## src/core/nz_pkg.sv

```systemverilog
package nz_pkg;

    // ---------------------------------------------------------------
    // Register map
    // ---------------------------------------------------------------
    localparam int ADDR_W = 9;
    localparam int DATA_W = 8;
    localparam int NUM_CHANNELS = 2;
    // Address bit that selects the channel page: 0 = channel A, 1 = channel B
    localparam int PAGE_BIT = 8;
    localparam logic PAGE_A = 1'h0;
    localparam logic PAGE_B = 1'h1;
    localparam logic [7:0] OFF_CORE_RESET = 8'h00;
    localparam logic [7:0] OFF_SAMPLING_BAND = 8'hA2;

    // ---------------------------------------------------------------
    // Field layout and reset values
    // ---------------------------------------------------------------
    localparam int BIT_CORE_RESET = 0;
    localparam int BIT_BAND_EN = 3;
    localparam int ZONE_LSB = 0;
    localparam int ZONE_W = 3;
    localparam logic RESET_BIT_INIT = 1'h0;
    localparam logic BAND_EN_INIT = 1'h0;
    localparam logic [2:0] ZONE_INIT = 3'h0;

    // ---------------------------------------------------------------
    // Band select encoding
    // ---------------------------------------------------------------
    localparam logic [2:0] ZONE_FIRST = 3'h0;
    localparam logic [2:0] ZONE_SECOND = 3'h1;
    localparam logic [2:0] ZONE_THIRD = 3'h2;

    typedef enum logic {SEQ_LOW, SEQ_HIGH} core_seq_e;

    // One-hot band indicator; zero for codes without a defined band
    function automatic logic [2:0] zone_onehot(input logic [2:0] zone);
        logic [2:0] res;
        res = 3'h0;
        unique case (zone)
            ZONE_FIRST: res = 3'h1;
            ZONE_SECOND: res = 3'h2;
            ZONE_THIRD: res = 3'h4;
            default: res = 3'h0;
        endcase
        return res;
    endfunction : zone_onehot

endpackage : nz_pkg

```

## src/core/nz_core_reset_regs.sv

```systemverilog
`timescale 1ns/10ps
// Overview of operation
// - Per-channel band enable selects programmed band
// - Band select covers spectrum outside frequency registers
// - Without frequency registers, band covers everything
// - Codes 000, 001, 010 pick bands one-three
// - Reset bit 0-1-0 resets both channels
// - Band settings take effect only on pulse
module nz_core_reset_regs (
    input wire logic sys_clk,
    input wire logic reset_n,
    input wire logic [nz_pkg::ADDR_W-1:0] reg_addr,
    input wire logic [nz_pkg::DATA_W-1:0] reg_wdata,
    input wire logic reg_wr,
    input wire logic reg_rd,
    output logic [nz_pkg::DATA_W-1:0] reg_rdata,
    input wire logic [nz_pkg::NUM_CHANNELS-1:0] band_freq_active,
    output logic core_logic_reset_pulse,
    output logic [nz_pkg::NUM_CHANNELS-1:0] applied_band_enable,
    output logic [nz_pkg::NUM_CHANNELS-1:0][2:0] applied_band_zone,
    output logic [nz_pkg::NUM_CHANNELS-1:0][2:0] applied_band_onehot,
    output logic [nz_pkg::NUM_CHANNELS-1:0] zone_covers_all,
    output logic [nz_pkg::NUM_CHANNELS-1:0] zone_covers_rest
);

    localparam int NCH = nz_pkg::NUM_CHANNELS;

    // ---------------------------------------------------------------
    // State
    // ---------------------------------------------------------------
    typedef struct packed {
        nz_pkg::core_seq_e seq;
        logic pulse;
        logic [nz_pkg::DATA_W-1:0] rdata;
    } ctrl_s;

    ctrl_s state_q;
    ctrl_s state_d;

    logic [NCH-1:0] rst_bits;
    logic [NCH-1:0] pend_en;
    logic [NCH-1:0][2:0] pend_zone;
    logic [NCH-1:0] wr_band;
    logic [NCH-1:0] wr_rst;
    logic any_rst;

    // ---------------------------------------------------------------
    // Address decode
    // ---------------------------------------------------------------
    function automatic logic reg_hit(input logic [nz_pkg::ADDR_W-1:0] addr, input logic page,
                                     input logic [7:0] offset);
        return (addr[nz_pkg::PAGE_BIT] == page) && (addr[7:0] == offset);
    endfunction : reg_hit

    // ---------------------------------------------------------------
    // Channel pages
    // ---------------------------------------------------------------
    genvar gi;
    generate
        for (gi = 0; gi < NCH; gi++) begin : g_page
            assign wr_band[gi] = reg_wr && reg_hit(reg_addr, 1'(gi), nz_pkg::OFF_SAMPLING_BAND);
            assign wr_rst[gi] = reg_wr && reg_hit(reg_addr, 1'(gi), nz_pkg::OFF_CORE_RESET);

            nz_channel_page nz_channel_page_i (
                .sys_clk(sys_clk),
                .reset_n(reset_n),
                .wr_band(wr_band[gi]),
                .wr_core_reset(wr_rst[gi]),
                .wr_data(reg_wdata),
                .commit(state_q.pulse),
                .band_freq_active(band_freq_active[gi]),
                .core_reset_bit(rst_bits[gi]),
                .pend_enable(pend_en[gi]),
                .pend_zone(pend_zone[gi]),
                .applied_enable(applied_band_enable[gi]),
                .applied_zone(applied_band_zone[gi]),
                .applied_onehot(applied_band_onehot[gi]),
                .cover_all(zone_covers_all[gi]),
                .cover_rest(zone_covers_rest[gi])
            );
        end
    endgenerate

    assign any_rst = |rst_bits;

    // ---------------------------------------------------------------
    // Read path and reset sequencer
    // ---------------------------------------------------------------
    always_comb begin
        state_d = state_q;
        state_d.pulse = 1'h0;
        state_d.rdata = '0;
        if (reg_rd) begin
            for (int ch = 0; ch < NCH; ch++) begin
                if (reg_hit(reg_addr, 1'(ch), nz_pkg::OFF_SAMPLING_BAND)) begin
                    // Upper bits read as zero
                    state_d.rdata = {4'h0, pend_en[ch], pend_zone[ch]};
                end
                if (reg_hit(reg_addr, 1'(ch), nz_pkg::OFF_CORE_RESET)) begin
                    state_d.rdata = {7'h00, rst_bits[ch]};
                end
            end
        end
        unique case (state_q.seq)
            nz_pkg::SEQ_LOW: begin
                if (any_rst) begin
                    state_d.seq = nz_pkg::SEQ_HIGH;
                end
            end
            nz_pkg::SEQ_HIGH: begin
                if (!any_rst) begin
                    state_d.seq = nz_pkg::SEQ_LOW;
                    state_d.pulse = 1'h1;
                end
            end
        endcase
    end

    always_ff @(posedge sys_clk or negedge reset_n) begin
        if (!reset_n) begin
            state_q <= '{seq: nz_pkg::SEQ_LOW, pulse: 1'h0, rdata: 8'h00};
        end else begin
            state_q <= state_d;
        end
    end

    assign reg_rdata = state_q.rdata;
    assign core_logic_reset_pulse = state_q.pulse;

    generate
        for (gi = 0; gi < NCH; gi++) begin : g_chk

        end
    endgenerate
endmodule : nz_core_reset_regs

```

## src/core/nz_channel_page.sv

```systemverilog
`timescale 1ns/10ps
module nz_channel_page (
    input wire logic sys_clk,
    input wire logic reset_n,
    input wire logic wr_band,
    input wire logic wr_core_reset,
    input wire logic [7:0] wr_data,
    input wire logic commit,
    input wire logic band_freq_active,
    output logic core_reset_bit,
    output logic pend_enable,
    output logic [2:0] pend_zone,
    output logic applied_enable,
    output logic [2:0] applied_zone,
    output logic [2:0] applied_onehot,
    output logic cover_all,
    output logic cover_rest
);

    typedef struct packed {
        logic rst_bit;
        logic en_pend;
        logic [2:0] zone_pend;
        logic en_app;
        logic [2:0] zone_app;
        logic [2:0] onehot;
        logic cover_all;
        logic cover_rest;
    } page_s;

    page_s state_q;
    page_s state_d;

    always_comb begin
        state_d = state_q;
        if (wr_core_reset) begin
            state_d.rst_bit = wr_data[nz_pkg::BIT_CORE_RESET];
        end
        if (wr_band) begin
            state_d.en_pend = wr_data[nz_pkg::BIT_BAND_EN];
            state_d.zone_pend = wr_data[nz_pkg::ZONE_LSB +: nz_pkg::ZONE_W];
        end
        if (commit) begin
            state_d.en_app = state_q.en_pend;
            state_d.zone_app = state_q.zone_pend;
        end
        state_d.onehot = state_q.en_app ? nz_pkg::zone_onehot(state_q.zone_app) : 3'h0;
        state_d.cover_all = state_q.en_app && !band_freq_active;
        state_d.cover_rest = state_q.en_app && band_freq_active;
    end

    always_ff @(posedge sys_clk or negedge reset_n) begin
        if (!reset_n) begin
            state_q <= '{rst_bit: nz_pkg::RESET_BIT_INIT, en_pend: nz_pkg::BAND_EN_INIT,
                         zone_pend: nz_pkg::ZONE_INIT, en_app: nz_pkg::BAND_EN_INIT,
                         zone_app: nz_pkg::ZONE_INIT, onehot: 3'h0,
                         cover_all: 1'h0, cover_rest: 1'h0};
        end else begin
            state_q <= state_d;
        end
    end

    assign core_reset_bit = state_q.rst_bit;
    assign pend_enable = state_q.en_pend;
    assign pend_zone = state_q.zone_pend;
    assign applied_enable = state_q.en_app;
    assign applied_zone = state_q.zone_app;
    assign applied_onehot = state_q.onehot;
    assign cover_all = state_q.cover_all;
    assign cover_rest = state_q.cover_rest;

endmodule : nz_channel_page

```

## config.mk

```make
export PLATFORM = sky130hd
export DESIGN_NAME = nz_core_reset_regs
export DESIGN_NICKNAME = d
export VERILOG_FILES = /design/src/core/nz_pkg.sv /design/src/core/nz_core_reset_regs.sv /design/src/core/nz_channel_page.sv
export SDC_FILE = /design/constraint.sdc
export NUM_CORES = 1
export LEC_CHECK = 0
export ABC_AREA = 1
export BUFFER_PORTS_ARGS = -buffer_cell sky130_fd_sc_hd__buf_4
export CAP_MARGIN = 20
export CORE_UTILIZATION = 49
export CTS_CLUSTER_SIZE = 12
export DETAILED_ROUTE_END_ITERATION = 6
export PLACE_DENSITY = 0.78
export SYNTH_ARGS = -nofsm -noshare
export SYNTH_HDL_FRONTEND = slang
export SYNTH_SLANG_ARGS = --single-unit
```

## constraint.sdc

```tcl
create_clock -name sys_clk -period 1.05 [get_ports sys_clk]
set_clock_uncertainty 0.05 [all_clocks]
set_input_delay 0.2625 -clock sys_clk [delete_from_list [all_inputs] [get_ports sys_clk]]
set_output_delay 0.2625 -clock sys_clk [all_outputs]
set_load 0.05 [all_outputs]
```

Yosys cells after proc, flatten, opt, wreduce, memory -nomap -nowiden

Index checks and enable logic that the tools add are counted.

Eq/ne operators: 5
Mux-type cells: 13
Bitwise operators: 2
Reduce and logical (&&, ||, !) cells: 18

Operators by type and width:

| cell                                                                  | count |
|---|---|
| 3-bit case mux with 3 select lines                                    | 2 |
| 8-bit 2-to-1 mux                                                      | 2 |
| 1-bit logical AND                                                     | 12 |
| 4-bit 2-to-1 mux                                                      | 3 |
| 8-bit equality test, second input constant                            | 1 |
| 8-bit zero test                                                       | 1 |
| 3-bit by 1-bit equality test with 1-bit output, second input constant | 2 |
| 3-bit by 2-bit equality test with 1-bit output, second input constant | 2 |
| 3-bit zero test                                                       | 2 |
| 3-bit 2-to-1 mux                                                      | 2 |
| 1-bit zero test                                                       | 2 |
| 1-bit 2-to-1 mux                                                      | 2 |
| 2-bit 2-to-1 mux                                                      | 1 |
| 1-bit inverter                                                        | 2 |
| 1-bit case mux with 2 select lines                                    | 1 |
| 2-bit OR reduction                                                    | 1 |

Flip-flop bits (word level): 38
Bits of input ports: 23
Logic and storage cells: 57

Logic depth before layout (Yosys ltp)

Gate-level depths: netlist of the first run.

Depth in word-level cells: 7
Gate-level depth with buffers: 8
Depth with buffers taken out: 8

Cells and area by module

Synthesis of the first run repeated with hierarchy kept, for this count alone.

Cells, all modules: 160
Area, all modules: 1,422.6 um2

Modules (own cells, without submodules):

| module             | times used | cells each | area each (um2) | sequential area each (um2) |
|---|---|---|---|---|
| nz_channel_page    | 2          | 51         | 500.5           | 350.3 |
| nz_core_reset_regs | 1          | 58         | 421.7           | 150.1 |

Worst setup path before layout of the first run

Ideal clock, no wire load.

Path type: register -> register
From: register state_q (netlist bit core_logic_reset_pulse)
To: register g_page[0].nz_channel_page_i.state_q (netlist bit g_page[0].nz_channel_page_i.applied_zone[0])
Library setup time: 0.136 ns
Arrival time: 1.093 ns
Data required time: 0.864 ns
Slack: -0.230 ns
Stages on the path, launching flop included: 3
Buffers on the path: 1
Path through: dfrtp_1 > clkbuf_1 > o21ai_0

RTL lines:

| what                   | RTL line                  | RTL |
|---|---|---|
| from (decl)            | nz_core_reset_regs.sv:37  | `ctrl_s state_q;` |
| from (signal assigned) | nz_core_reset_regs.sv:121 | `state_q <= '{seq: nz_pkg::SEQ_LOW, pulse: 1'h0, rdata: 8'h00};` |
| from (signal assigned) | nz_core_reset_regs.sv:123 | `state_q <= state_d;` |
| to (signal assigned)   | nz_channel_page.sv:54     | `state_q <= '{rst_bit: nz_pkg::RESET_BIT_INIT, en_pend: nz_pkg::BAND_EN_INIT,` |
| to (signal assigned)   | nz_channel_page.sv:59     | `state_q <= state_d;` |
| to (decl)              | nz_channel_page.sv:31     | `page_s state_q;` |

No word-level cell between the ends.

Final worst setup path of the first run

From: register g_page[0].nz_channel_page_i.state_q (netlist bit g_page[0].nz_channel_page_i.applied_enable)
To: output applied_band_enable[0] in the netlist's numbering

RTL lines:

| what      | RTL line                 | RTL |
|---|---|---|
| to (decl) | nz_core_reset_regs.sv:19 | `output logic [nz_pkg::NUM_CHANNELS-1:0] applied_band_enable,` |

No word-level cell between the ends.

==> out/summary.log, run 1 <==
INFO  die            ios=50
INFO  die            die_w=57.0µm
INFO  die            die_height=57.0µm
INFO  critical_path  worst-path-stages=1
INFO  status         violations=DRC, setup timing
INFO  global_routing grt_start_max_net_pins=35
INFO  sta            period_needed=1.22ns
INFO  detailed_routing routed-via-count=1125
INFO  synth          post_synth_inst_count=158
INFO  synth          fraction_of_registers_with_async_set_or_reset_after_synthesis=100%
INFO  synth          yosys_most_used_dff=sky130_fd_sc_hd__dfrtp_1
INFO  sta            post-route-period-util=116%
INFO  critical_path  worst_ep_arrival_time=0.91ns
INFO  detailed_routing drcViolationCount=10
INFO  global_routing global_route.overflow_total=0
INFO  sta            rsz0062_at_grt=true
INFO  die            floorplan.die_area=0.00325mm²
INFO  detailed_routing routed_wire_length_per_instance=11.2µm
INFO  power_and_ir_drop p_per_area=1130mW/mm²
INFO  critical_path  path_max_fanout=4
INFO  synth          synth_cell_types=22
INFO  detailed_routing ant_nets=0
INFO  placed_design  gp_routability_congestion=0.823
INFO  synth          synthTopCellsByArea=sky130_fd_sc_hd__dfrtp_1 (57%), sky130_fd_sc_hd__nand2_1 (8.9%), sky130_fd_sc_hd__buf_4 (7.1%)
INFO  clocking       clock_tree_from_tritoncts=yes
INFO  die            floorplan.rows=19
INFO  clocking       insertion_delay_of_the_later_clocked_pin_in_the_worst_skew_pair=0.32ns
INFO  critical_path  worstSetupStartpointType=register
INFO  die            initial_utilization=52.9%
INFO  synth          synthesis.area=0.00148mm²
INFO  sta            final_sum_of_negative_setup_slack=-3.03ns
INFO  placed_design  hpwl_after_detailed_placement=1870µm
INFO  critical_path  timing.critical_path.max_delay_family=flip-flops
INFO  critical_path  crit_slowest_cell=sky130_fd_sc_hd__dfrtp_1
INFO  sta            setup_ws=-0.170ns
INFO  clocking       htreeDepth=2
INFO  power_and_ir_drop leakagePower=1.07nW
INFO  worst_hold_path hold_path_class=input port to register
INFO  critical_path  critPathKind=register to output port
INFO  finish         finish.net_count=229
INFO  critical_path  critical_path.max_stage_delay=0.42ns
INFO  placed_design  port-buffer-count=41
INFO  clocking       clkSinkCount=34
INFO  detailed_routing dr.first_iter.drc_count=32
INFO  sta            max_freq=819MHz
INFO  global_routing antenna_found_initial=0
INFO  synth          synth_warnings=0
INFO  synth          ys_seq_elements=34
INFO  critical_path  required_time_worst_endpoint=0.74ns
INFO  clocking       cts_inserted_buffers=5
INFO  critical_path  critPathCaptureType=output port
INFO  placed_design  detailedPlace.worstSlack=-0.207ns
INFO  synth          synth-seq-area-share=57.3%
INFO  sta            slew_violations=0
INFO  global_routing wire_length_of_the_first_global_routing_pass=4550µm
INFO  critical_path  worstPathBufferInverterCount=1
INFO  synth          library_cell_with_the_highest_instance_count_after_synthesis=sky130_fd_sc_hd__nand2_1
INFO  detailed_routing totalWireLength=2670µm
INFO  global_routing grt_pass1_vias=1091
INFO  detailed_routing drtPass1Iterations=6
INFO  synth          synth-edff-count=0
INFO  power_and_ir_drop vdd_ir_drop_max=0.694mV
INFO  clocking       clk_transition_reported_paths=0.10ns
INFO  detailed_routing post_drt_via_cell_ratio=4.73
INFO  synth          synth_top_area_cell=sky130_fd_sc_hd__dfrtp_1
INFO  global_routing gr_usage_total=18.6%
INFO  finish         area_growth=33.1%
INFO  sta            timing.final.hold_violations=0
INFO  finish         insertedDiodeCount=0
INFO  critical_path  critical_path.cell_chain=buf_6
INFO  flow_run       maxCapViolations=0
INFO  worst_hold_path worst_hold_path.num_cells=2
INFO  finish         multiInputGateArea=450µm²
INFO  clocking       cts_buffer_depth=2
INFO  synth          yosysTopAreaCellShare=57.3%
INFO  status         outcome=complete, but fails checks
INFO  finish         seqCellArea=855µm²
INFO  die            placeableCoreArea=0.00281mm²
INFO  sta            report.final.setup_viol=24
INFO  critical_path  reg2reg_depth=3
INFO  synth          synth.avg_cell_area=9.39µm²
INFO  synth          synth.cells.most_frequent=sky130_fd_sc_hd__nand2_1 (35), sky130_fd_sc_hd__dfrtp_1 (34), sky130_fd_sc_hd__inv_1 (20), sky130_fd_sc_hd__buf_4 (14), sky130_fd_sc_hd__nor2_1 (13)
INFO  finish         layout-drive-gt1-share=35.3%
INFO  finish         n_fill_cell=207
INFO  clocking       cts_root_buf=sky130_fd_sc_hd__clkbuf_4
## metal layers
| metal | routed length (µm) | share of wire, % | track usage, % | up-vias |
|---|---|---|---|---|
| met5 | 0 | 0 | 0 | - |
| met4 | 34 | 1.3 | 7.32 | 0 |
| met3 | 147 | 5.5 | 4.31 | 4 |
| met2 | 1390 | 52 | 32.9 | 43 |
| met1 | 1100 | 41 | 22.0 | 513 |
| li1 | - | - | - | 565 |
## through the flow
stage               instances  utilization, %  cell area, µm²  total power (W)  hold slack [ns]
floorplan                 161               -            1500          0.00144          -0.0831
global placement          220            62.4            1750          0.00153            0.165
detailed placement        220            62.4            1750          0.00153            0.174
CTS                       234            69.4            1950          0.00225           0.0275
global route              238            70.4            1980          0.00234           0.0157
finish                    238            70.4            1980          0.00223           0.0363
## worst paths after layout
check | from | to | slack (ns)
max | g_page[0].nz_channel_page_i.applied_enable | applied_band_enable[0] | -0.17
min | band_freq_active[0] | g_page[0].nz_channel_page_i.cover_all | 0.04
max reg2reg | g_page[1].nz_channel_page_i.applied_zone[1] | g_page[1].nz_channel_page_i.applied_onehot[1] | -0.03
min reg2reg | state_q[9] | core_logic_reset_pulse | 0.43
max in group asynchronous | reset_n | core_logic_reset_pulse | 0.25
min in group asynchronous | reset_n | g_page[1].nz_channel_page_i.applied_onehot[0] | 0.37
## flip-flops by register name, indices dropped and copies added (netlist names)
register / flops
g_page.nz_channel_page_i.applied_onehot: 6
state_q: 1
g_page.nz_channel_page_i.pend_enable: 2
g_page.nz_channel_page_i.applied_enable: 2
g_page.nz_channel_page_i.core_reset_bit: 2
core_logic_reset_pulse: 1
g_page.nz_channel_page_i.applied_zone: 6
g_page.nz_channel_page_i.cover_rest: 2
g_page.nz_channel_page_i.pend_zone: 6
reg_rdata: 4
g_page.nz_channel_page_i.cover_all: 2
## logic make-up (layout without fill, tap and decap cells)
group	count (synthesis)	after routing	synth area share [%]
DFF	34	34	57.3
AOI/OAI and AO/OA	22	22	7.67
other	1	4	0.253
buffers and inverters	37	83	13.1
and+or+nand+nor	64	64	21.7
## layout make-up
cell class / count / share of cell area [%]
repair buffers: 53 / 24.6
inverters: 22 / 4.31
flip-flops and latches: 34 / 43.3
multi-input cells: 90 / 22.8
clock inverters: 1 / 0.253
well taps: 31 / 1.96
clock buffers: 7 / 2.79
## layout by cell type, fill, tap and decap left out, types with 3 or more instances in the layout
cell type / netlist / layout
sky130_fd_sc_hd__nand2_1: 35 / 35
sky130_fd_sc_hd__dfrtp_1: 34 / 31
sky130_fd_sc_hd__buf_4: 14 / 29
sky130_fd_sc_hd__buf_6: 0 / 23
sky130_fd_sc_hd__inv_1: 20 / 20
sky130_fd_sc_hd__nor2_1: 13 / 13
sky130_fd_sc_hd__o21ai_1: 9 / 9
sky130_fd_sc_hd__o21ai_0: 9 / 9
sky130_fd_sc_hd__clkbuf_4: 0 / 5
sky130_fd_sc_hd__conb_1: 1 / 4
sky130_fd_sc_hd__nor3_1: 3 / 3
sky130_fd_sc_hd__nand2_4: 3 / 3
sky130_fd_sc_hd__a21oi_1: 3 / 3
sky130_fd_sc_hd__dfrtp_2: 0 / 3
## where the power goes
part,internal (W),leakage [nW],total (W),switching [W]
Combinational,0.0000644,0.580,0.000176,0.000111
Clock,0.000325,0.0353,0.000725,0.000400
Sequential,0.00132,0.454,0.00133,0.0000109
Total,0.00171,1.07,0.00223,0.000523
## what timing repair did
| item | 4_1_cts | 5_1_grt |
|---|---|---|
| hold buffers | 1 | 0 |
| resized for setup | 23 | 0 |
| endpoints found under the setup margin | 23 | 23 |
| hold endpoints to repair | 34 | 0 |
| setup buffers | 5 | 4 |
| pin swaps | 0 | 0 |
Note: power is estimated with default switching activity, not from simulation.
==> run 2: changes to the inputs <==
--- a/config.mk
+++ b/config.mk
@@ -8,10 +8,12 @@
 export ABC_AREA = 1
 export BUFFER_PORTS_ARGS = -buffer_cell sky130_fd_sc_hd__buf_4
 export CAP_MARGIN = 20
+export CORE_MARGIN = 4
 export CORE_UTILIZATION = 49
 export CTS_CLUSTER_SIZE = 12
 export DETAILED_ROUTE_END_ITERATION = 6
 export PLACE_DENSITY = 0.78
+export SKIP_LAST_GASP = 1
 export SYNTH_ARGS = -nofsm -noshare
 export SYNTH_HDL_FRONTEND = slang
 export SYNTH_SLANG_ARGS = --single-unit
==> run 2 against run 1 <==
Compared with the run above: the run ends with setup timing left; global-route usage down 1.7 points; design area grew 1.3%; register-to-register slack gained 0.03 ns; first-iteration DRC count grew 56%; combinational power grew 3%; maximum frequency fell by 0.94%; utilization up 0.29 points; count of clock-buffer cells in the layout is 1 lower; hold slack got worse by 0.0084 ns; critical path depth stayed put; die area rose by 22%; critical endpoint is now applied_band_zone[3]; largest cell class unchanged; highest routed layer unchanged.
==> out/summary.log, run 2 (same netlist as run 1, synthesis figures left out) <==
INFO  clocking       clock_tree_from_tritoncts=yes
INFO  critical_path  critPathCaptureType=output port
INFO  die            die_height=63.0µm [+11%]
INFO  finish         final_design_area_no_fill=0.00200mm² [+1.3%]
INFO  sta            period_needed=1.23ns [+0.0116 ns]
INFO  placed_design  hpwl_after_detailed_placement=2160µm [+15%]
INFO  status         outcome=complete, but fails checks
INFO  detailed_routing drcViolationCount=0 [-10]
INFO  power_and_ir_drop leakagePower=1.08nW [+1.0%]
INFO  sta            timing.final.hold_violations=0 [unchanged]
INFO  detailed_routing drtPass1Iterations=4 [-2]
INFO  finish         finish.net_count=231 [+0.87%]
INFO  worst_hold_path hold_path_class=input port to register
INFO  sta            post-route-period-util=117% [+1.1 points]
INFO  detailed_routing dr.first_iter.drc_count=50 [+56%]
INFO  global_routing grt_start_max_net_pins=35 [unchanged]
INFO  placed_design  gp_routability_congestion=0.742 [-9.8%]
INFO  die            ios=50 [unchanged]
INFO  finish         layout-drive-gt1-share=36.8% [+1.6 points]
INFO  flow_run       maxCapViolations=0 [unchanged]
INFO  critical_path  worstPathBufferInverterCount=1 [unchanged]
INFO  finish         insertedDiodeCount=0 [unchanged]
INFO  critical_path  crit_slowest_cell=sky130_fd_sc_hd__dfrtp_2
INFO  clocking       cts_root_buf=sky130_fd_sc_hd__clkbuf_4
INFO  finish         area_growth=34.8%
INFO  die            die_w=63.0µm [+11%]
INFO  finish         layout_common_cells=sky130_fd_sc_hd__nand2_1 (35), sky130_fd_sc_hd__dfrtp_1 (31), sky130_fd_sc_hd__buf_4 (31), sky130_fd_sc_hd__buf_6 (22), sky130_fd_sc_hd__inv_1 (20)
INFO  die            floorplan.die_area=0.00397mm² [+22%]
INFO  global_routing antenna_found_initial=0 [unchanged]
INFO  clocking       htreeDepth=2 [unchanged]
INFO  critical_path  critical_path.cell_chain=buf_6
INFO  detailed_routing routed-via-count=1140 [+1.3%]
INFO  power_and_ir_drop p_per_area=1130mW/mm² [+0.29%]
INFO  critical_path  critical_path.max_stage_delay=0.43ns [about the same]
INFO  critical_path  timing.critical_path.max_delay_family=flip-flops
INFO  die            placeableCoreArea=0.00283mm² [+0.85%]
INFO  detailed_routing ant_nets=0 [unchanged]
INFO  power_and_ir_drop vdd_ir_drop_max=0.752mV [+8.4%]
INFO  critical_path  worstSetupStartpointType=register
INFO  detailed_routing post_drt_via_cell_ratio=4.75 [+0.49%]
INFO  sta            report.final.setup_viol=24 [unchanged]
INFO  global_routing grt_pass1_vias=1129 [+3.5%]
INFO  finish         final_cells=240 [+0.84%]
INFO  placed_design  port-buffer-count=41 [unchanged]
INFO  critical_path  critPathKind=register to output port
INFO  detailed_routing routed_wire_length_per_instance=12.5µm [+12%]
INFO  clocking       clkSinkCount=34 [unchanged]
INFO  die            initial_utilization=52.5% [-0.44 points]
INFO  clocking       insertion_delay_of_the_later_clocked_pin_in_the_worst_skew_pair=0.33ns [about the same]
INFO  sta            max_freq=812MHz [-0.94%]
INFO  global_routing global_route.overflow_total=0 [unchanged]
INFO  critical_path  required_time_worst_endpoint=0.74ns [about the same]
INFO  clocking       cts_inserted_buffers=5 [unchanged]
INFO  critical_path  path_max_fanout=2 [-2]
INFO  sta            slew_violations=0 [unchanged]
INFO  sta            rsz0062_at_grt=true
INFO  die            floorplan.rows=19 [unchanged]
INFO  sta            holdWs=0.0279ns [-0.00836 ns]
INFO  status         violations=setup timing
INFO  global_routing gr_usage_total=16.9% [-1.7 points]
INFO  clocking       cts_buffer_depth=2 [unchanged]
INFO  finish         layout_commonest_cell=sky130_fd_sc_hd__nand2_1
INFO  critical_path  worst_ep_arrival_time=0.92ns [about the same]
INFO  sta            setup_ws=-0.182ns [-0.0116 ns]
INFO  detailed_routing totalWireLength=3000µm [+12%]
INFO  placed_design  postPlaceCellArea=0.00176mm² [+0.43%]
INFO  global_routing wire_length_of_the_first_global_routing_pass=5130µm [+13%]
INFO  finish         post-route-util=70.7% [+0.29 points]
INFO  sta            final_sum_of_negative_setup_slack=-3.39ns [-0.360 ns]
INFO  placed_design  place_inst=221 [+0.45%]
INFO  clocking       clk_transition_reported_paths=0.11ns [about the same]
[run 2: cell count changes in the layout (fill, tap and decap cells not counted)]
cell and delta:
sky130_fd_sc_hd__buf_4 +2, sky130_fd_sc_hd__buf_6 -1, sky130_fd_sc_hd__buf_8 +1, sky130_fd_sc_hd__clkbuf_1 -1, sky130_fd_sc_hd__clkinvlp_4 +1, sky130_fd_sc_hd__nor2_1 -1, sky130_fd_sc_hd__nor2_2 +1
[run 2: worst paths after layout]
check	start	end	slack (ns)	cells after the start
worst min-delay path	band_freq_active[0]	g_page[0].nz_channel_page_i.cover_all	0.03	2
worst max register to register	g_page[1].nz_channel_page_i.applied_zone[1]	g_page[1].nz_channel_page_i.applied_onehot[1]	0	3
worst min register to register	state_q[9]	core_logic_reset_pulse	0.43	2
max in group asynchronous	reset_n	core_logic_reset_pulse	0.28	2
min in group asynchronous	reset_n	g_page[1].nz_channel_page_i.applied_onehot[2]	0.36	2
worst max-delay path	g_page[1].nz_channel_page_i.applied_zone[0]	applied_band_zone[3]	-0.18	1
[run 2: report_power, final]
part / internal, W / leakage, nW / switching (W) / total, W
clock: 0.000322 / 0.0343 / 0.000433 / 0.000754
combinational: 0.0000659 / 0.592 / 0.000116 / 0.000182
sequential: 0.00132 / 0.454 / 0.0000108 / 0.00133
total: 0.00171 / 1.08 / 0.000559 / 0.00227
[run 2: per-layer routing]
layer	wire length, µm	up-vias	track usage (%)
li1	-	572	-
met1	1210	520	18.2
met2	1530	42	29.2
met3	197	6	6.12
met4	64	0	8.26
met5	0	-	0
[run 2: cell type report]
class,count,area (µm²)
Inverter,22,85.1
Fill cell,216,828
Clock inverter,2,12.5
Multi-Input combinational cell,90,453
Tap cell,31,38.8
Timing Repair Buffer,55,505
Sequential cell,34,855
Clock buffer,6,51.3
[run 2: what timing repair did]
item,in CTS,in global routing
setup buffers,6,4
endpoints found under the setup margin,23,24
endpoints found under the hold margin,34,0
resized for setup,22,3
hold buffers,1,0
[run 2: worst reg2reg max path, delay by kind of cell, from the launching register on]
family / cells / cell delay [ns]
buffers and inverters: 2 / 0.27
and+or+nand+nor: 1 / 0.24
DFF: 1 / 0.41
[run 2: stage by stage]
step           total power, W  setup slack [ns]
6_report              0.00227            -0.182
5_1_grt               0.00238            -0.227
4_1_cts               0.00229            -0.195
3_5_place_dp          0.00154            -0.195
3_3_place_gp          0.00153            -0.160
2_1_floorplan         0.00144         -0.000715
==> run 3: changes to the inputs <==
--- a/config.mk
+++ b/config.mk
@@ -9,11 +9,12 @@
 export BUFFER_PORTS_ARGS = -buffer_cell sky130_fd_sc_hd__buf_4
 export CAP_MARGIN = 20
 export CORE_MARGIN = 4
-export CORE_UTILIZATION = 49
+export CORE_UTILIZATION = 48
 export CTS_CLUSTER_SIZE = 12
 export DETAILED_ROUTE_END_ITERATION = 6
-export PLACE_DENSITY = 0.78
+export PLACE_DENSITY = 0.77
 export SKIP_LAST_GASP = 1
 export SYNTH_ARGS = -nofsm -noshare
 export SYNTH_HDL_FRONTEND = slang
+export SYNTH_HIERARCHICAL = 1
 export SYNTH_SLANG_ARGS = --single-unit
==> run 3 against run 2 <==
Compared with the run above: the run still ends with setup timing left; synthesized area is 4.1% lower; hold slack gained 0.0060 ns; via count grew 8.0%; utilization grew 4.2 points; sequential power rose by 5%; largest cell class unchanged; non-clock buffer count increased by 7; worst setup slack improved by 0.0085 ns; count of clock-buffer cells in the layout is 1 higher; first-iteration DRC count shrank 58%; die area down 1.9%.
==> out/summary.log, run 3 <==
INFO  detailed_routing ant_nets=0 [unchanged]
INFO  detailed_routing routed-via-count=1231 [+8.0%]
INFO  clocking       clkSinkCount=34 [unchanged]
INFO  finish         post-route-util=74.9% [+4.2 points]
INFO  finish         layout_common_cells=sky130_fd_sc_hd__nand2_1 (39), sky130_fd_sc_hd__buf_4 (37), sky130_fd_sc_hd__dfrtp_1 (33), sky130_fd_sc_hd__buf_6 (24), sky130_fd_sc_hd__inv_1 (23)
INFO  synth          synth_cell_types=18 [-18%]
INFO  worst_hold_path hold_path_class=input port to register
INFO  critical_path  worstPathBufferInverterCount=1 [unchanged]
INFO  detailed_routing post_drt_via_cell_ratio=4.81 [+1.2%]
INFO  synth          library_cell_with_the_highest_instance_count_after_synthesis=sky130_fd_sc_hd__nand2_1
INFO  synth          post_synth_inst_count=160 [+1.3%]
INFO  critical_path  critical_path.max_stage_delay=0.41ns [-0.02 ns]
INFO  critical_path  reg2reg_depth=5 [+2]
INFO  synth          synth-seq-area-share=59.8% [+2.5 points]
INFO  power_and_ir_drop leakagePower=1.11nW [+2.7%]
INFO  detailed_routing drtPass1Iterations=4 [unchanged]
INFO  critical_path  critical_path.cell_chain=buf_6
INFO  detailed_routing totalWireLength=3260µm [+8.6%]
INFO  synth          yosysTopAreaCellShare=59.8% [+2.5 points]
INFO  detailed_routing drcViolationCount=0 [unchanged]
INFO  clocking       insertion_delay_of_the_later_clocked_pin_in_the_worst_skew_pair=0.33ns [about the same]
INFO  critical_path  rr_startpoint=g_page[1].nz_channel_page_i/applied_zone[0]
INFO  clocking       cts_buffer_depth=2 [unchanged]
INFO  critical_path  timing.rr.end=g_page[1].nz_channel_page_i/applied_onehot[2]
INFO  worst_hold_path timing.hold.worst_endpoint=g_page[0].nz_channel_page_i/cover_all
INFO  die            placeableCoreArea=0.00281mm² [-0.84%]
INFO  critical_path  worst_ep_arrival_time=0.91ns [about the same]
INFO  finish         seqCellArea=852µm² [-0.29%]
INFO  synth          yosys_most_used_dff=sky130_fd_sc_hd__dfrtp_1
INFO  global_routing antenna_found_initial=0 [unchanged]
INFO  finish         multiInputGateArea=480µm² [+6.1%]
INFO  placed_design  port-buffer-count=41 [unchanged]
INFO  die            die_w=62.4µm [-0.94%]
INFO  clocking       htreeDepth=2 [unchanged]
INFO  synth          synth_top_area_cell=sky130_fd_sc_hd__dfrtp_1
INFO  sta            post-route-period-util=117% [-0.81 points]
INFO  die            floorplan.rows=19 [unchanged]
INFO  finish         layout_commonest_cell=sky130_fd_sc_hd__nand2_1
INFO  sta            report.final.setup_viol=24 [unchanged]
INFO  global_routing grt_start_max_net_pins=35 [unchanged]
INFO  synth          synth.avg_cell_area=8.89µm² [-5.3%]
INFO  synth          synthTopCellsByArea=sky130_fd_sc_hd__dfrtp_1 (60%), sky130_fd_sc_hd__nand2_1 (11%), sky130_fd_sc_hd__o21ai_0 (6.7%)
INFO  clocking       clk_transition_reported_paths=0.10ns [about the same]
INFO  flow_run       maxCapViolations=0 [unchanged]
INFO  status         outcome=complete, but fails checks
INFO  power_and_ir_drop vdd_ir_drop_max=0.672mV [-11%]
INFO  global_routing wire_length_of_the_first_global_routing_pass=5430µm [+5.9%]
INFO  critical_path  critPathKind=register to output port
INFO  power_and_ir_drop fin_total_pwr=0.00279W [+23%]
INFO  die            initial_utilization=50.7% [-1.7 points]
INFO  critical_path  reg2reg_setup_slack=-0.06ns [-0.06 ns]
INFO  finish         finish.net_count=247 [+6.9%]
INFO  die            die_height=62.4µm [-0.94%]
INFO  synth          synth-edff-count=0 [unchanged]
INFO  critical_path  worstSetupStartpointType=register
INFO  worst_hold_path worst_hold_path.num_cells=2 [unchanged]
INFO  clocking       cts_inserted_buffers=5 [unchanged]
INFO  global_routing grt_pass1_vias=1304 [+16%]
INFO  sta            slew_violations=0 [unchanged]
INFO  synth          synth_warnings=6 [+6]
INFO  synth          ys_seq_elements=34 [unchanged]
INFO  finish         final_design_area_no_fill=0.00210mm² [+5.0%]
INFO  worst_hold_path hold_path.startpoint=band_freq_active[0]
INFO  sta            setup_ws=-0.174ns [+0.00851 ns]
INFO  placed_design  postPlaceCellArea=0.00182mm² [+3.5%]
INFO  sta            timing.final.hold_violations=0 [unchanged]
INFO  die            ios=50 [unchanged]
INFO  finish         layout-drive-gt1-share=36.9% [+0.047 points]
INFO  synth          fraction_of_registers_with_async_set_or_reset_after_synthesis=100% [unchanged]
INFO  power_and_ir_drop p_per_area=1330mW/mm² [+17%]
INFO  sta            holdWs=0.0340ns [+0.00603 ns]
INFO  detailed_routing routed_wire_length_per_instance=12.7µm [+1.8%]
INFO  sta            period_needed=1.22ns [-0.00851 ns]
INFO  sta            max_freq=817MHz [+0.70%]
INFO  finish         insertedDiodeCount=0 [unchanged]
INFO  critical_path  timing.critical_path.max_delay_family=flip-flops
INFO  synth          synth.cells.most_frequent=sky130_fd_sc_hd__nand2_1 (41), sky130_fd_sc_hd__dfrtp_1 (34), sky130_fd_sc_hd__inv_1 (24), sky130_fd_sc_hd__o21ai_0 (19), sky130_fd_sc_hd__nor2_1 (17)
INFO  global_routing global_route.overflow_total=0 [unchanged]
INFO  critical_path  crit_slowest_cell=sky130_fd_sc_hd__dfrtp_1
INFO  critical_path  path_max_fanout=2 [unchanged]
INFO  placed_design  hpwl_after_detailed_placement=2270µm [+5.1%]
INFO  clocking       clock_tree_from_tritoncts=yes
INFO  synth          synthesis.area=0.00142mm² [-4.1%]
INFO  critical_path  required_time_worst_endpoint=0.74ns [about the same]
INFO  clocking       cts_root_buf=sky130_fd_sc_hd__clkbuf_4
INFO  status         violations=setup timing
INFO  placed_design  gp_routability_congestion=0.851 [+15%]
INFO  finish         n_fill_cell=193 [-11%]
INFO  sta            rsz0062_at_grt=true
INFO  detailed_routing dr.first_iter.drc_count=21 [-58%]
INFO  critical_path  critPathCaptureType=output port
INFO  global_routing gr_usage_total=18.0% [+1.0 points]
INFO  die            floorplan.die_area=0.00390mm² [-1.9%]
INFO  finish         area_growth=47.7%
==> run 3: cell count changes after synthesis, moves of 2 or more <==
| cell | previous run | this run |
|---|---|---|
| sky130_fd_sc_hd__o21ai_0 | 9 | 19 |
| sky130_fd_sc_hd__nand2_1 | 35 | 41 |
| sky130_fd_sc_hd__o21ai_1 | 9 | 0 |
| sky130_fd_sc_hd__inv_1 | 20 | 24 |
| sky130_fd_sc_hd__nor2_1 | 13 | 17 |
| sky130_fd_sc_hd__buf_4 | 14 | 8 |
| sky130_fd_sc_hd__nand2_4 | 3 | 1 |
| sky130_fd_sc_hd__nor2_8 | 2 | 0 |
==> run 3: final cells by class <==
| type | count | area share, % |
|---|---|---|
| Clock buffer | 7 | 2.14 |
| Clock inverter | 1 | 1.43 |
| Inverter | 25 | 4.59 |
| Multi-Input combinational cell | 96 | 22.9 |
| Sequential cell | 34 | 40.6 |
| Tap cell | 31 | 1.85 |
| Timing Repair Buffer | 62 | 26.6 |
==> run 3: through the flow <==
| step | setup WS (ns) | TNS, ns | cells |
|---|---|---|---|
| floorplan | -0.0937 | -0.664 | 163 |
| global placement | -0.242 | -2.58 | 235 |
| detailed placement | -0.326 | -3.36 | 235 |
| CTS | -0.177 | -3.46 | 253 |
| global route | -0.208 | -4.24 | 256 |
| finish | -0.174 | -3.29 | 256 |
==> run 3: worst max path at each step <==
stage	slack, ns	from	cells past startpoint	end
4_1_cts	-0.18	core_logic_reset_pulse	1	core_logic_reset_pulse
2_1_floorplan	-0.09	reg_addr[3]	6	g_page[1].nz_channel_page_i/pend_enable
3_5_place_dp	-0.33	reg_addr[6]	7	g_page[0].nz_channel_page_i/pend_zone[2]
5_1_grt	-0.21	g_page[0].nz_channel_page_i/applied_zone[0]	1	applied_band_zone[0]
6_report	-0.17	g_page[1].nz_channel_page_i/applied_zone[1]	1	applied_band_zone[4]
3_3_place_gp	-0.24	reg_addr[4]	7	g_page[0].nz_channel_page_i/pend_enable
==> run 3: kinds of logic after synthesis <==
kind of cell	share of synthesized area, %
simple gates	21.4
flops	59.8
buf+inv	10.8
compound gates	7.74
other cells	0.264
==> run 3: timing repair <==
action | CTS | global route
pin swaps | 0 | 1
setup buffers | 9 | 3
endpoints found under the setup margin | 23 | 34
gates resized for setup | 23 | 9
hold buffers | 1 | 0
endpoints found under the hold margin | 34 | 0
==> run 3: power breakdown <==
part / switching, W / leakage, nW / internal, W
logic: 0.000294 / 0.653 / 0.000181
clock network: 0.000412 / 0.0395 / 0.000505
registers: 0.0000368 / 0.417 / 0.00136
total: 0.000743 / 1.11 / 0.00204
==> run 3: per-layer routing <==
layer	wire [µm]	share of wire, %	up-vias	track usage (%)
li1	-	-	606	-
met1	1200	37	554	18.0
met2	1690	52	53	31.0
met3	209	6.4	18	7.01
met4	161	4.9	0	11.3
met5	0	0	-	0
